==> src/hw/rst_pins_pkg.sv <==
// Package: constants and carriers for the reset and pin-state controller
package rst_pins_pkg;

   // Clock and timing
   localparam int unsigned CLK_HZ          = 20_000_000;
   localparam int unsigned LDO_SETTLE_MS   = 8;
   localparam int unsigned ANA_SETTLE_MS   = 4;
   localparam int unsigned LDO_SETTLE_CYC  = (LDO_SETTLE_MS * (CLK_HZ / 1000));
   localparam int unsigned ANA_SETTLE_CYC  = (ANA_SETTLE_MS * (CLK_HZ / 1000));
   localparam int unsigned PIN_HIZ_CYC     = 2;
   localparam int unsigned BOOT_SAMPLE_CYC = 10;
   localparam int unsigned CLKGEN_CYC      = 1;

   // Comparator thresholds in millivolts
   localparam logic [11:0] OK_RISE_MV = 12'h3B6;
   localparam logic [11:0] OK_FALL_MV = 12'h352;

   // Widths and reset values
   localparam int unsigned CNT_W     = 24;
   localparam int unsigned MUX_W     = 16;
   localparam int unsigned BOOT_W    = 6;
   localparam int unsigned PERIPH_W  = 8;
   localparam int unsigned SMALL_W   = 4;
   localparam logic [MUX_W-1:0]  MUX_RST  = 16'h0000;
   localparam logic [BOOT_W-1:0] BOOT_RST = 6'h00;

   // Sequencer states, Gray coded along the path
   typedef enum logic [2:0] {
      SEQ_RESET  = 3'h0,
      SEQ_HIZ    = 3'h1,
      SEQ_CLKGEN = 3'h3,
      SEQ_BOOT   = 3'h2,
      SEQ_RUN    = 3'h6
   } seq_e;

   // Fixed-function and multiplexed output pin group drive
   typedef struct packed {
      logic cs_hi_oe_n;      // Chip selects 2..5, masks, strobes, flag
      logic clkout_oe_n;
      logic clkout;
      logic mem_cke_oe_n;
      logic mem_cke;
      logic mux_oe_n;        // Multiplexed pins
      logic analog_oe_n;     // Analog inputs, never driven
   } pin_ctl_s;

   // Supply monitor state, cleared by the reset pin only
   typedef struct packed {
      logic [CNT_W-1:0]     ldo_cnt;
      logic [CNT_W-1:0]     ana_cnt;
      logic                 supply_ok;
   } mon_s;

   // Sequencer state, cleared by the hardware reset
   typedef struct packed {
      seq_e                 seq;
      logic [SMALL_W-1:0]   step_cnt;
      logic                 clkgen_en;
      logic                 boot_go;
      logic [BOOT_W-1:0]    boot_mode;
      logic                 clkout;
      logic                 mem_cke;
   } state_s;

endpackage

==> src/hw/chip_reset_and_pin_state_control.sv <==
// Chip reset generation and pin-state control around reset and core power loss
`timescale 1ns/1ns

// Notes on behaviour
// Core power lost: strong drivers off, bus holders on, pulls off.
// RTC, USB and analog-block pins exempt from power-loss handling.
// Reset whenever reset pin low or supply_ok_signal low.
// Active-low hardware reset equals reset pin AND supply_ok_signal.
// Regulator disabled (enable input high): supply_ok forced high at once.
// Regulator on: supply_ok waits 8 ms input, 4 ms analog, above 950 mV.
// Once high, supply_ok falls only below 850 mV; code also drops it when either input supply goes low.
// Global reset covers all but RTC; boot starts on its release.
// Board must drive reset pin when the regulator is disabled.
// After reset, enable clock generator, then start boot.
// All pins high impedance in reset and two cycles after; code keeps them Z three cycles after release, and exempt pins stay driven.
// RTC power-on reset initialises RTC flops and power-lost flag.
// CPU reset instruction and peripheral reset lines are separate soft resets.
// Outside reset, multiplexed pins follow the external bus select register.
// Chip selects, masks, strobes, flag: Z in reset, then driven high.
// Clock output pin Z in reset, then drives the clock.
// Memory clock enable Z in reset, then synchronous 0 to 1.
// Analog input pins stay high impedance throughout.
// Boot-mode pins sampled ten cycles after release, readable later; code samples them eleven cycles after release.
// Reset asserts asynchronously, deasserts synchronously to clock.
module chip_reset_and_pin_state_control (
   input  wire logic                               clock,
   input  wire logic                               resetn,
   input  wire logic                               rtc_por_n,
   input  wire logic                               core_regulator_enable_in,
   input  wire logic                               regulator_input_supply,
   input  wire logic                               analog_supply,
   input  wire logic [11:0]                        core_regulator_output,
   input  wire logic                               core_power_lost_flag,
   input  wire logic                               rtc_time_loaded,
   input  wire logic                               cpu_soft_reset,
   input  wire logic [rst_pins_pkg::PERIPH_W-1:0]  periph_soft_reset,
   input  wire logic [rst_pins_pkg::MUX_W-1:0]     external_bus_select_reg,
   input  wire logic [rst_pins_pkg::MUX_W-1:0]     periph_a_out,
   input  wire logic [rst_pins_pkg::MUX_W-1:0]     periph_b_out,
   input  wire logic [rst_pins_pkg::MUX_W-1:0]     periph_oe_n,
   input  wire logic [rst_pins_pkg::BOOT_W-1:0]    boot_mode_pins,
   output logic                                    supply_ok_signal,
   output logic                                    hw_reset_n,
   output logic                                    cpu_reset_n,
   output logic [rst_pins_pkg::PERIPH_W-1:0]       periph_reset_n,
   output logic                                    clkgen_enable,
   output logic                                    boot_start,
   output logic [rst_pins_pkg::BOOT_W-1:0]         boot_mode,
   output logic                                    rtc_power_lost_flag,
   output logic [rst_pins_pkg::MUX_W-1:0]          mux_pin_out,
   output logic [rst_pins_pkg::MUX_W-1:0]          mux_pin_oe_n,
   output logic                                    ctl_pins_out,
   output logic                                    ctl_pins_oe_n,
   output logic                                    clkout_pin,
   output logic                                    clkout_pin_oe_n,
   output logic                                    memory_clock_enable_pin,
   output logic                                    memory_clock_enable_pin_oe_n,
   output logic                                    analog_input_pins_oe_n,
   output logic                                    bus_holder_en,
   output logic                                    pull_disable,
   output logic                                    exempt_pins_oe_n
);

   rst_pins_pkg::mon_s     mon_q;
   rst_pins_pkg::mon_s     mon_d;
   rst_pins_pkg::state_s   s_q;
   rst_pins_pkg::state_s   s_d;
   rst_pins_pkg::pin_ctl_s pins;
   logic                   raw_rst_n;
   logic                   sync1_q;
   logic                   sync2_q;
   logic                   rtc_lost_q;
   logic                   ldo_settled;
   logic                   ana_settled;
   logic                   above_rise;
   logic                   above_fall;

   // Limit check shared by both supply counters
   function automatic logic cnt_reached(
      input logic [rst_pins_pkg::CNT_W-1:0] v,
      input int unsigned                    lim
   );
      cnt_reached = (v >= rst_pins_pkg::CNT_W'(lim));
   endfunction

   // Counts stop at the limit so a long-stable supply never wraps
   function automatic logic [rst_pins_pkg::CNT_W-1:0] sat_inc(
      input logic [rst_pins_pkg::CNT_W-1:0] v,
      input int unsigned                    lim
   );
      if (cnt_reached(v, lim)) begin
         sat_inc = v;
      end else begin
         sat_inc = v + 1'b1;
      end
   endfunction

   // Step check shared by the sequencer states
   function automatic logic step_reached(
      input logic [rst_pins_pkg::SMALL_W-1:0] v,
      input int unsigned                      lim
   );
      step_reached = (v >= rst_pins_pkg::SMALL_W'(lim));
   endfunction

   assign ldo_settled = cnt_reached(mon_q.ldo_cnt, rst_pins_pkg::LDO_SETTLE_CYC);
   assign ana_settled = cnt_reached(mon_q.ana_cnt, rst_pins_pkg::ANA_SETTLE_CYC);
   assign above_rise  = (core_regulator_output > rst_pins_pkg::OK_RISE_MV);
   assign above_fall  = (core_regulator_output >= rst_pins_pkg::OK_FALL_MV);

   // A supply that drops restarts its own settle count
   always_comb begin
      mon_d = mon_q;
      if (regulator_input_supply) begin
         mon_d.ldo_cnt = sat_inc(mon_q.ldo_cnt, rst_pins_pkg::LDO_SETTLE_CYC);
      end else begin
         mon_d.ldo_cnt = '0;
      end
      if (analog_supply) begin
         mon_d.ana_cnt = sat_inc(mon_q.ana_cnt, rst_pins_pkg::ANA_SETTLE_CYC);
      end else begin
         mon_d.ana_cnt = '0;
      end
      if (!mon_q.supply_ok) begin
         mon_d.supply_ok = ldo_settled && ana_settled && above_rise;
      end else begin
         // Lower threshold once high gives the hysteresis
         mon_d.supply_ok = regulator_input_supply && analog_supply && above_fall;
      end
   end

   // Cleared by the pin only: the reset it produces must not clear it
   always_ff @(posedge clock or negedge resetn) begin
      if (!resetn) begin
         mon_q <= '0;
      end else begin
         mon_q <= mon_d;
      end
   end

   // Regulator disabled bypasses the comparator with no clock delay
   assign supply_ok_signal = core_regulator_enable_in ? 1'b1 : mon_q.supply_ok;
   assign raw_rst_n        = resetn & supply_ok_signal;

   // Assert at once, release after two clean edges
   always_ff @(posedge clock or negedge raw_rst_n) begin
      if (!raw_rst_n) begin
         sync1_q <= 1'b0;
         sync2_q <= 1'b0;
      end else begin
         sync1_q <= 1'b1;
         sync2_q <= sync1_q;
      end
   end
   assign hw_reset_n = sync2_q;

   // Sequencer runs from the synchronised hardware reset
   always_comb begin
      s_d          = s_q;
      s_d.step_cnt = s_q.step_cnt + 1'b1;
      s_d.clkout   = ~s_q.clkout;
      case (s_q.seq)
         rst_pins_pkg::SEQ_RESET: begin
            s_d.seq      = rst_pins_pkg::SEQ_HIZ;
            s_d.step_cnt = 4'h1;
         end
         rst_pins_pkg::SEQ_HIZ: begin
            if (step_reached(s_q.step_cnt, rst_pins_pkg::PIN_HIZ_CYC)) begin
               s_d.seq       = rst_pins_pkg::SEQ_CLKGEN;
               s_d.clkgen_en = 1'b1;
            end
         end
         rst_pins_pkg::SEQ_CLKGEN: begin
            s_d.mem_cke = 1'b1;
            if (step_reached(s_q.step_cnt, rst_pins_pkg::PIN_HIZ_CYC + rst_pins_pkg::CLKGEN_CYC)) begin
               s_d.seq = rst_pins_pkg::SEQ_BOOT;
            end
         end
         rst_pins_pkg::SEQ_BOOT: begin
            if (step_reached(s_q.step_cnt, rst_pins_pkg::BOOT_SAMPLE_CYC)) begin
               s_d.boot_mode = boot_mode_pins;
               s_d.boot_go   = 1'b1;
               s_d.seq       = rst_pins_pkg::SEQ_RUN;
            end
         end
         rst_pins_pkg::SEQ_RUN: begin
            // Count parks here so it cannot wrap
            s_d.step_cnt = s_q.step_cnt;
         end
         default: begin
            s_d.seq = rst_pins_pkg::SEQ_RESET;
         end
      endcase
   end

   always_ff @(posedge clock or negedge hw_reset_n) begin
      if (!hw_reset_n) begin
         s_q.seq       <= rst_pins_pkg::SEQ_RESET;
         s_q.step_cnt  <= '0;
         s_q.clkgen_en <= 1'b0;
         s_q.boot_go   <= 1'b0;
         s_q.boot_mode <= rst_pins_pkg::BOOT_RST;
         s_q.clkout    <= 1'b0;
         s_q.mem_cke   <= 1'b0;
      end else begin
         s_q <= s_d;
      end
   end

   // RTC domain keeps its own reset; flag survives the chip reset
   always_ff @(posedge clock or negedge rtc_por_n) begin
      if (!rtc_por_n) begin
         rtc_lost_q <= 1'b1;
      end else if (rtc_time_loaded) begin
         rtc_lost_q <= 1'b0;
      end
   end
   assign rtc_power_lost_flag = rtc_lost_q;

   // Soft resets never touch the hardware sequencer
   assign cpu_reset_n    = hw_reset_n & ~cpu_soft_reset;
   assign periph_reset_n = {rst_pins_pkg::PERIPH_W{hw_reset_n}} & ~periph_soft_reset;

   assign clkgen_enable = s_q.clkgen_en;
   assign boot_start    = s_q.boot_go;
   assign boot_mode     = s_q.boot_mode;

   // Pin enables are low-active; outputs float until the sequencer leaves Hi-Z
   logic pins_live;
   assign pins_live = (s_q.seq != rst_pins_pkg::SEQ_RESET) &&
                      (s_q.seq != rst_pins_pkg::SEQ_HIZ) && !core_power_lost_flag;

   always_comb begin
      pins.cs_hi_oe_n   = ~pins_live;
      pins.clkout_oe_n  = ~pins_live;
      pins.clkout       = s_q.clkout;
      pins.mem_cke_oe_n = ~pins_live;
      pins.mem_cke      = s_q.mem_cke;
      pins.mux_oe_n     = ~pins_live;
      pins.analog_oe_n  = 1'b1;
   end

   assign ctl_pins_out                 = 1'b1;
   assign ctl_pins_oe_n                = pins.cs_hi_oe_n;
   assign clkout_pin                   = pins.clkout;
   assign clkout_pin_oe_n              = pins.clkout_oe_n;
   assign memory_clock_enable_pin      = pins.mem_cke;
   assign memory_clock_enable_pin_oe_n = pins.mem_cke_oe_n;
   assign analog_input_pins_oe_n       = pins.analog_oe_n;

   // Per-pin select: bit set picks the second peripheral
   always_comb begin
      for (int i = 0; i < rst_pins_pkg::MUX_W; i++) begin
         if (external_bus_select_reg[i]) begin
            mux_pin_out[i] = periph_b_out[i];
         end else begin
            mux_pin_out[i] = periph_a_out[i];
         end
      end
   end
   assign mux_pin_oe_n = periph_oe_n | {rst_pins_pkg::MUX_W{pins.mux_oe_n}};

   assign bus_holder_en    = core_power_lost_flag;
   assign pull_disable     = core_power_lost_flag;
   // Exempt pins are powered separately, so loss of core power leaves them alone
   assign exempt_pins_oe_n = 1'b0;

endmodule

==> config.mk <==
export PLATFORM = sky130hd
export DESIGN_NAME = chip_reset_and_pin_state_control
export DESIGN_NICKNAME = d
export VERILOG_FILES = /design/src/hw/rst_pins_pkg.sv /design/src/hw/chip_reset_and_pin_state_control.sv
export SDC_FILE = /design/constraint.sdc
export NUM_CORES = 1
export LEC_CHECK = 0
export BUFFER_PORTS_ARGS = -buffer_cell sky130_fd_sc_hd__buf_2
export CAP_MARGIN = 10
export CORE_AREA = 10 10 100 102
export CTS_CLUSTER_DIAMETER = 80
export DETAILED_ROUTE_END_ITERATION = 7
export DIE_AREA = 0 0 110 112
export PLACE_DENSITY = 0.79
export SYNTH_ARGS = -nofsm -noshare
export SYNTH_HDL_FRONTEND = slang
export SYNTH_SLANG_ARGS = --single-unit
export TNS_END_PERCENT = 20
==> constraint.sdc <==
create_clock -name clock -period 1.5 [get_ports clock]
set_clock_uncertainty 0.05 [all_clocks]
set_input_delay 0.225 -clock clock [delete_from_list [all_inputs] [get_ports clock]]
set_output_delay 0.225 -clock clock [all_outputs]
set_load 0.05 [all_outputs]
Word-level counts from Yosys, hierarchy flattened
Index checks and enable logic that the tools add are counted.
{"block": "totals", "ff_bits": 69, "input_bits": 99}
{"block": "op_classes", "add_sub_neg": 3, "order_cmp": 7, "eq_ne": 10, "mux": 27, "n_bitwise": 9, "n_reduce_logical": 12}
{"op": "two-way mux 24 bit", "count": 4}
{"op": "adder 24 x 1 -> 24 bit, second input constant", "count": 2}
{"op": "greater-or-equal comparator 24 x 17 -> 1 bit, second input constant", "count": 1}
{"op": "greater-or-equal comparator 24 x 18 -> 1 bit, second input constant", "count": 1}
{"op": "two-way mux 1 bit", "count": 18}
{"op": "OR 16 bit", "count": 1}
{"op": "case mux 3 bit (5 select lines)", "count": 1}
{"op": "greater-or-equal comparator 12 x 10 -> 1 bit, second input constant", "count": 1}
{"op": "greater-than comparator 12 x 10 -> 1 bit, second input constant", "count": 1}
{"op": "inequality test 2 bit, second input constant", "count": 5}
{"op": "two-way mux 3 bit", "count": 3}
{"op": "AND 8 bit", "count": 1}
{"op": "greater-or-equal comparator 4 x 2 -> 1 bit, second input constant", "count": 2}
{"op": "inverter 8 bit", "count": 1}
{"op": "case mux 4 bit (2 select lines)", "count": 1}
{"op": "== test 3 x 2 -> 1 bit, second input constant", "count": 2}
{"op": "logical AND 1 bit", "count": 6}
{"op": "adder 4 x 1 -> 4 bit, second input constant", "count": 1}
{"op": "greater-or-equal comparator 4 bit, second input constant", "count": 1}
{"op": "inverter 1 bit", "count": 4}
{"op": "AND reduction 2 bit", "count": 2}
{"op": "AND reduction 4 bit", "count": 1}
{"op": "== test 3 x 1 -> 1 bit, second input constant", "count": 1}
{"op": "== test 3 bit, second input constant", "count": 1}
{"op": "5 further kinds", "count": 6}

Depth between registers and ports, before layout
{"block": "depth", "word_depth": 5, "depth_mapped": 6, "mapped_depth_nobuf": 6}

Worst setup path before layout
OpenSTA, ideal clock, no wires.
{"block": "synth_timing", "path_kind": "register -> output", "from": "reg sync2_q, in the netlist hw_reset_n", "to": "out cpu_reset_n", "arrival_time_ns": 1.859, "required_time_ns": 1.225, "slack_ns": -0.634, "stages_incl_launch_ff": 2, "cell_sequence": "dfrtp_1 > nor2b_1"}
{"block": "synth_between", "elab_chain_cells": 1}
{"item": "start: declaration", "line": "chip_reset_and_pin_state_control.sv:71", "text": "logic sync2_q;"}
{"item": "start signal: assignment", "line": "chip_reset_and_pin_state_control.sv:152", "text": "sync2_q <= sync1_q;"}
{"item": "AND 1 bit", "line": "chip_reset_and_pin_state_control.sv:221", "text": "assign cpu_reset_n = hw_reset_n & ~cpu_soft_reset;"}
{"item": "end: declaration", "line": "chip_reset_and_pin_state_control.sv:44", "text": "output logic cpu_reset_n,"}
Every way passes these cells.

Worst setup path after layout
{"block": "layout_timing", "from": "reg mon_q[46] (netlist bit)", "to": "reg mon_q[39] (netlist bit)"}
{"block": "layout_between", "elab_chain_cells": 2}
{"item": "start: declaration", "line": "chip_reset_and_pin_state_control.sv:64", "text": "rst_pins_pkg::mon_s mon_q;"}
{"item": "start signal: assignment", "line": "chip_reset_and_pin_state_control.sv:137", "text": "mon_q <= mon_d;"}
{"item": "greater-or-equal comparator 24 x 18 -> 1 bit", "line": "chip_reset_and_pin_state_control.sv:83", "text": "cnt_reached = (v >= rst_pins_pkg::CNT_W'(lim));"}
{"item": "inequality test 2 bit (no line)"}
Every way passes these cells.
A chain may end at the register's enable or synchronous reset.

==> results.yml <==
run_status:
  status: "complete, but fails checks"
  failing_checks: "setup timing"
global_routing:
  grt_first_pass_wirelength_mm: 19.60
  grt-ovfl-total: 0
  via_count_of_the_first_global_routing_pass: 4002
  initial_antenna_violation_count: 0
  grt_max_degree: 33
  grt_util_all_layers: 0.1947
synthesis:
  synth.lib_cells_used.distinct: 54
  yosys_warnings: 0
  ys_seq_area_frac: 0.4625
  synth_area_leaders: "sky130_fd_sc_hd__dfrtp_1 46%, sky130_fd_sc_hd__mux2_2 6.6%, sky130_fd_sc_hd__xnor2_1 4.2%, sky130_fd_sc_hd__or3_1 2.8%, sky130_fd_sc_hd__nor2_1 2.7%"
  synthesis.area_um2: 3736
  synth-adder-area-share: 0.02009
  synth-async-reset-ratio: 1.000
  count_of_flip_flops_with_a_built_in_enable_after_synthesis: 0
  synth_xor_area_frac: 0.04220
  synth-seq-cells: 69
  compound_gate_portion_of_the_synthesized_area: 0.09210
  synth_simple_gate_area_share: 0.2468
  largest_area_contributor_in_the_netlist: "sky130_fd_sc_hd__dfrtp_1"
  netlist_instances: 377
  yosysTopAreaCellShare: 0.4555
  synth.mux.area_fraction: 0.07971
  postSynth.topFlopCell: "sky130_fd_sc_hd__dfrtp_1"
  postSynthAreaPerCell_um2: 9.910
  combinational_family_with_the_most_area_after_synthesis: "simple AND/OR/NAND/NOR gates"
critical_path:
  path_delay_family: "simple AND/OR/NAND/NOR gates"
  worstPathMaxFanout: 5
  crit_buf_inv: 1
  cp-end-kind: "register"
  data_required_time_at_the_worst_endpoint_ps: 1670
  cp_cell_sequence: "nor4_4 > nand3b_1 > buf_4 > o41ai_1 > a21oi_2"
  crit_path_max_incr_delay_ps: 470
  worstSetupPathType: "register to register"
  startpoint_type: "register"
  timing.critical_path.arrival_ps: 2120
  crit_slowest_cell: "sky130_fd_sc_hd__o41ai_1"
clocking:
  tritoncts: "built"
  numCtsBuffers: 9
  worst_setup_hold_path_clk_slew_ps: 70
  ctsRootBufferMaster: "sky130_fd_sc_hd__clkbuf_8"
  cts_num_sinks: 69
  cts_htree_levels: 3
  cts.path.max_buffers: 2
  insertion_delay_ps: 350
detailed_routing:
  routed_wirelength_mm: 13.17
  total_length_of_routed_met2_wires_mm: 7.139
  highest-signal-layer: "met4"
  detailedRoute.firstIterationViolations: 260
  first_pass_iters: 5
  route.met3.wl_mm: 1.014
  route.detailed.drc: 0
  detailroute.via_count: 3850
  wl_met1_mm: 4.733
  antenna_left: 0
  drt-wirelength-per-cell_um: 18.16
  viasPerCell: 5.310
sta:
  timing.final.hold_violations: 0
  timing_worst_slew_pin_value_ps: 526.7
  final.setup.worst_slack_ps: -442.2
  fmaxAchievable_mhz: 514.9
  rsz0062_at_grt: "true"
  total_of_endpoints_with_negative_setup_slack_in_the_final_report: 60
  final-max-slew-violation-count: 0
  period_share: 1.295
  slew_headroom: 0.6485
  hold_ws_ps: 58.53
  finalWorstPathRequiredPeriod_ps: 1942
min_path:
  hold_class: "primary input to register"
placed_design:
  dp_worst_setup_slack_ps: -485.1
  place.detailed.hpwl_mm: 8.922
  io_buffer_count: 157
  finalWeightedCongestion: 0.9613
  dp.cells: 694
final_layout:
  layout.cells.most_common_list: "127 x sky130_fd_sc_hd__buf_2, 81 x sky130_fd_sc_hd__buf_4, 64 x sky130_fd_sc_hd__dfrtp_1"
  fillers: 479
  multi_input_logic_area_um2: 2271
  leading_cell_type_in_the_layout_fill_and_taps_excluded: "sky130_fd_sc_hd__buf_2"
  stdcell_count: 725
  areaGrowthSynthToFinish_pct: 62.69
  final_net_count: 720
  regArea_um2: 1733
  drive_above_1_share: 0.5726
  antennaDiodeCount: 0
pwr:
  ir_drop_uv: 582.5
  power-per-cell-area_nw_per_um2: 684.7
  leakagePower_nw: 2.889
floorplanning:
  ioPinCount: 161
  fp.dieW_um: 110
  rows: 33
  vertical_extent_of_the_die_um: 112
  core_um2: 8051
  design.die.area_um2: 12320
  start_util: 0.4640
job:
  max-cap-violations: 0
==> logic make-up (layout without fill, tap and decap cells) <==
group | after synthesis | after routing
XOR/XNOR | 18 | 18
adder cells (fa/ha/maj) | 6 | 6
flip-flops | 69 | 69
buffers and inverters | 39 | 280
multiplexers | 27 | 27
other | 2 | 4
AO/OA/AOI/OAI | 48 | 48
AND/OR/NAND/NOR | 168 | 168
==> metal layers <==
layer / GRT usage / up-vias
met5: 0 / -
met4: 0.06076 / 0
met3: 0.04614 / 23
met2: 0.3658 / 144
met1: 0.2036 / 1887
li1: - / 1796
==> sequential cells by signal, summed over array words and instances, names as in the netlist <==
register / cells
boot_mode: 6
boot_start: 1
clkgen_enable: 1
clkout_pin: 1
hw_reset_n: 1
memory_clock_enable_pin: 1
mon_q: 49
rtc_power_lost_flag: 1
s_q: 7
sync1_q: 1
==> worst register-to-register path: stages (launching register included) <==
cell	delay [ps]
sky130_fd_sc_hd__dfrtp_1	410
sky130_fd_sc_hd__nor4_4	320
sky130_fd_sc_hd__nand3b_1	250
sky130_fd_sc_hd__buf_4	210
sky130_fd_sc_hd__o41ai_1	470
sky130_fd_sc_hd__a21oi_2	100
==> metrics by stage <==
step	instance area, um^2	total power (W)	TNS (ps)	util
detailed placement	5176	0.002734	-11320	0.6429
floorplan	3835	0.002455	-9002	-
global route	6078	0.004306	-19690	0.7549
global placement	5176	0.002714	-9027	0.6429
finish	6078	0.004162	-14430	0.7549
CTS	5824	0.004143	-13380	0.7234
==> layout make-up <==
type                    instances  share of cell area
inverters                      15            0.009263
well taps                     105             0.02161
multi-input cells             271              0.3736
clock buffers                  13             0.02450
clock inverters                 3            0.003705
repair buffers                249              0.2822
flip-flops and latches         69              0.2851
==> timing repair <==
| item | in CTS | in global routing |
|---|---|---|
| buffers inserted | 3 | 8 |
| hold buffers | 4 | 0 |
| setup endpoints to repair | 70 | 72 |
| hold endpoints to repair | 53 | 0 |
| resized for setup | 101 | 43 |
| pin swaps | 17 | 19 |
==> synth_stat cells, types with 2 or more instances <==
library cell and count:
sky130_fd_sc_hd__buf_4 13, sky130_fd_sc_hd__mux2i_1 5, sky130_fd_sc_hd__dfrtp_1 68, sky130_fd_sc_hd__a211oi_1 2, sky130_fd_sc_hd__or3_1 17, sky130_fd_sc_hd__mux2_2 22, sky130_fd_sc_hd__a31oi_1 2, sky130_fd_sc_hd__and2_1 14
sky130_fd_sc_hd__o41ai_1 4, sky130_fd_sc_hd__o221a_2 2, sky130_fd_sc_hd__nor2_1 27, sky130_fd_sc_hd__nand3_1 15, sky130_fd_sc_hd__nor3_1 9, sky130_fd_sc_hd__clkbuf_1 8, sky130_fd_sc_hd__o21a_1 2, sky130_fd_sc_hd__o21bai_1 4
sky130_fd_sc_hd__and3_1 3, sky130_fd_sc_hd__or4b_1 2, sky130_fd_sc_hd__a21oi_1 13, sky130_fd_sc_hd__o31ai_1 4, sky130_fd_sc_hd__xnor2_1 18, sky130_fd_sc_hd__ha_1 6, sky130_fd_sc_hd__or4_1 3, sky130_fd_sc_hd__nand4_1 5
sky130_fd_sc_hd__nor2b_1 10, sky130_fd_sc_hd__o21ai_0 7, sky130_fd_sc_hd__nand2b_1 4, sky130_fd_sc_hd__nand3b_1 3, sky130_fd_sc_hd__nand2_1 25, sky130_fd_sc_hd__inv_1 14, sky130_fd_sc_hd__conb_1 2, sky130_fd_sc_hd__and4_1 2
sky130_fd_sc_hd__or2_2 4, sky130_fd_sc_hd__nor4_1 16, sky130_fd_sc_hd__nor3b_1 3
==> power breakdown <==
part           internal [W]  total [W]  switching, W
combinational      0.000336   0.000896      0.000560
clock              0.000651    0.00136      0.000710
sequential          0.00188    0.00191     0.0000219
total               0.00287    0.00416       0.00129
==> final timing paths <==
path | startpoint | to | slack [ps] | depth (start not counted)
worst min register to register | hw_reset_n | boot_mode[2] | 80 | 0
min in group asynchronous | hw_reset_n | boot_mode[2] | 80 | 0
worst min-delay path | boot_mode_pins[5] | boot_mode[5] | 60 | 2
max in group asynchronous | mon_q[0] | hw_reset_n | 400 | 3
worst max-delay path | mon_q[46] | mon_q[39] | -440 | 5
worst max register to register | mon_q[46] | mon_q[39] | -440 | 5
Note: power is estimated with default switching activity, not from simulation.
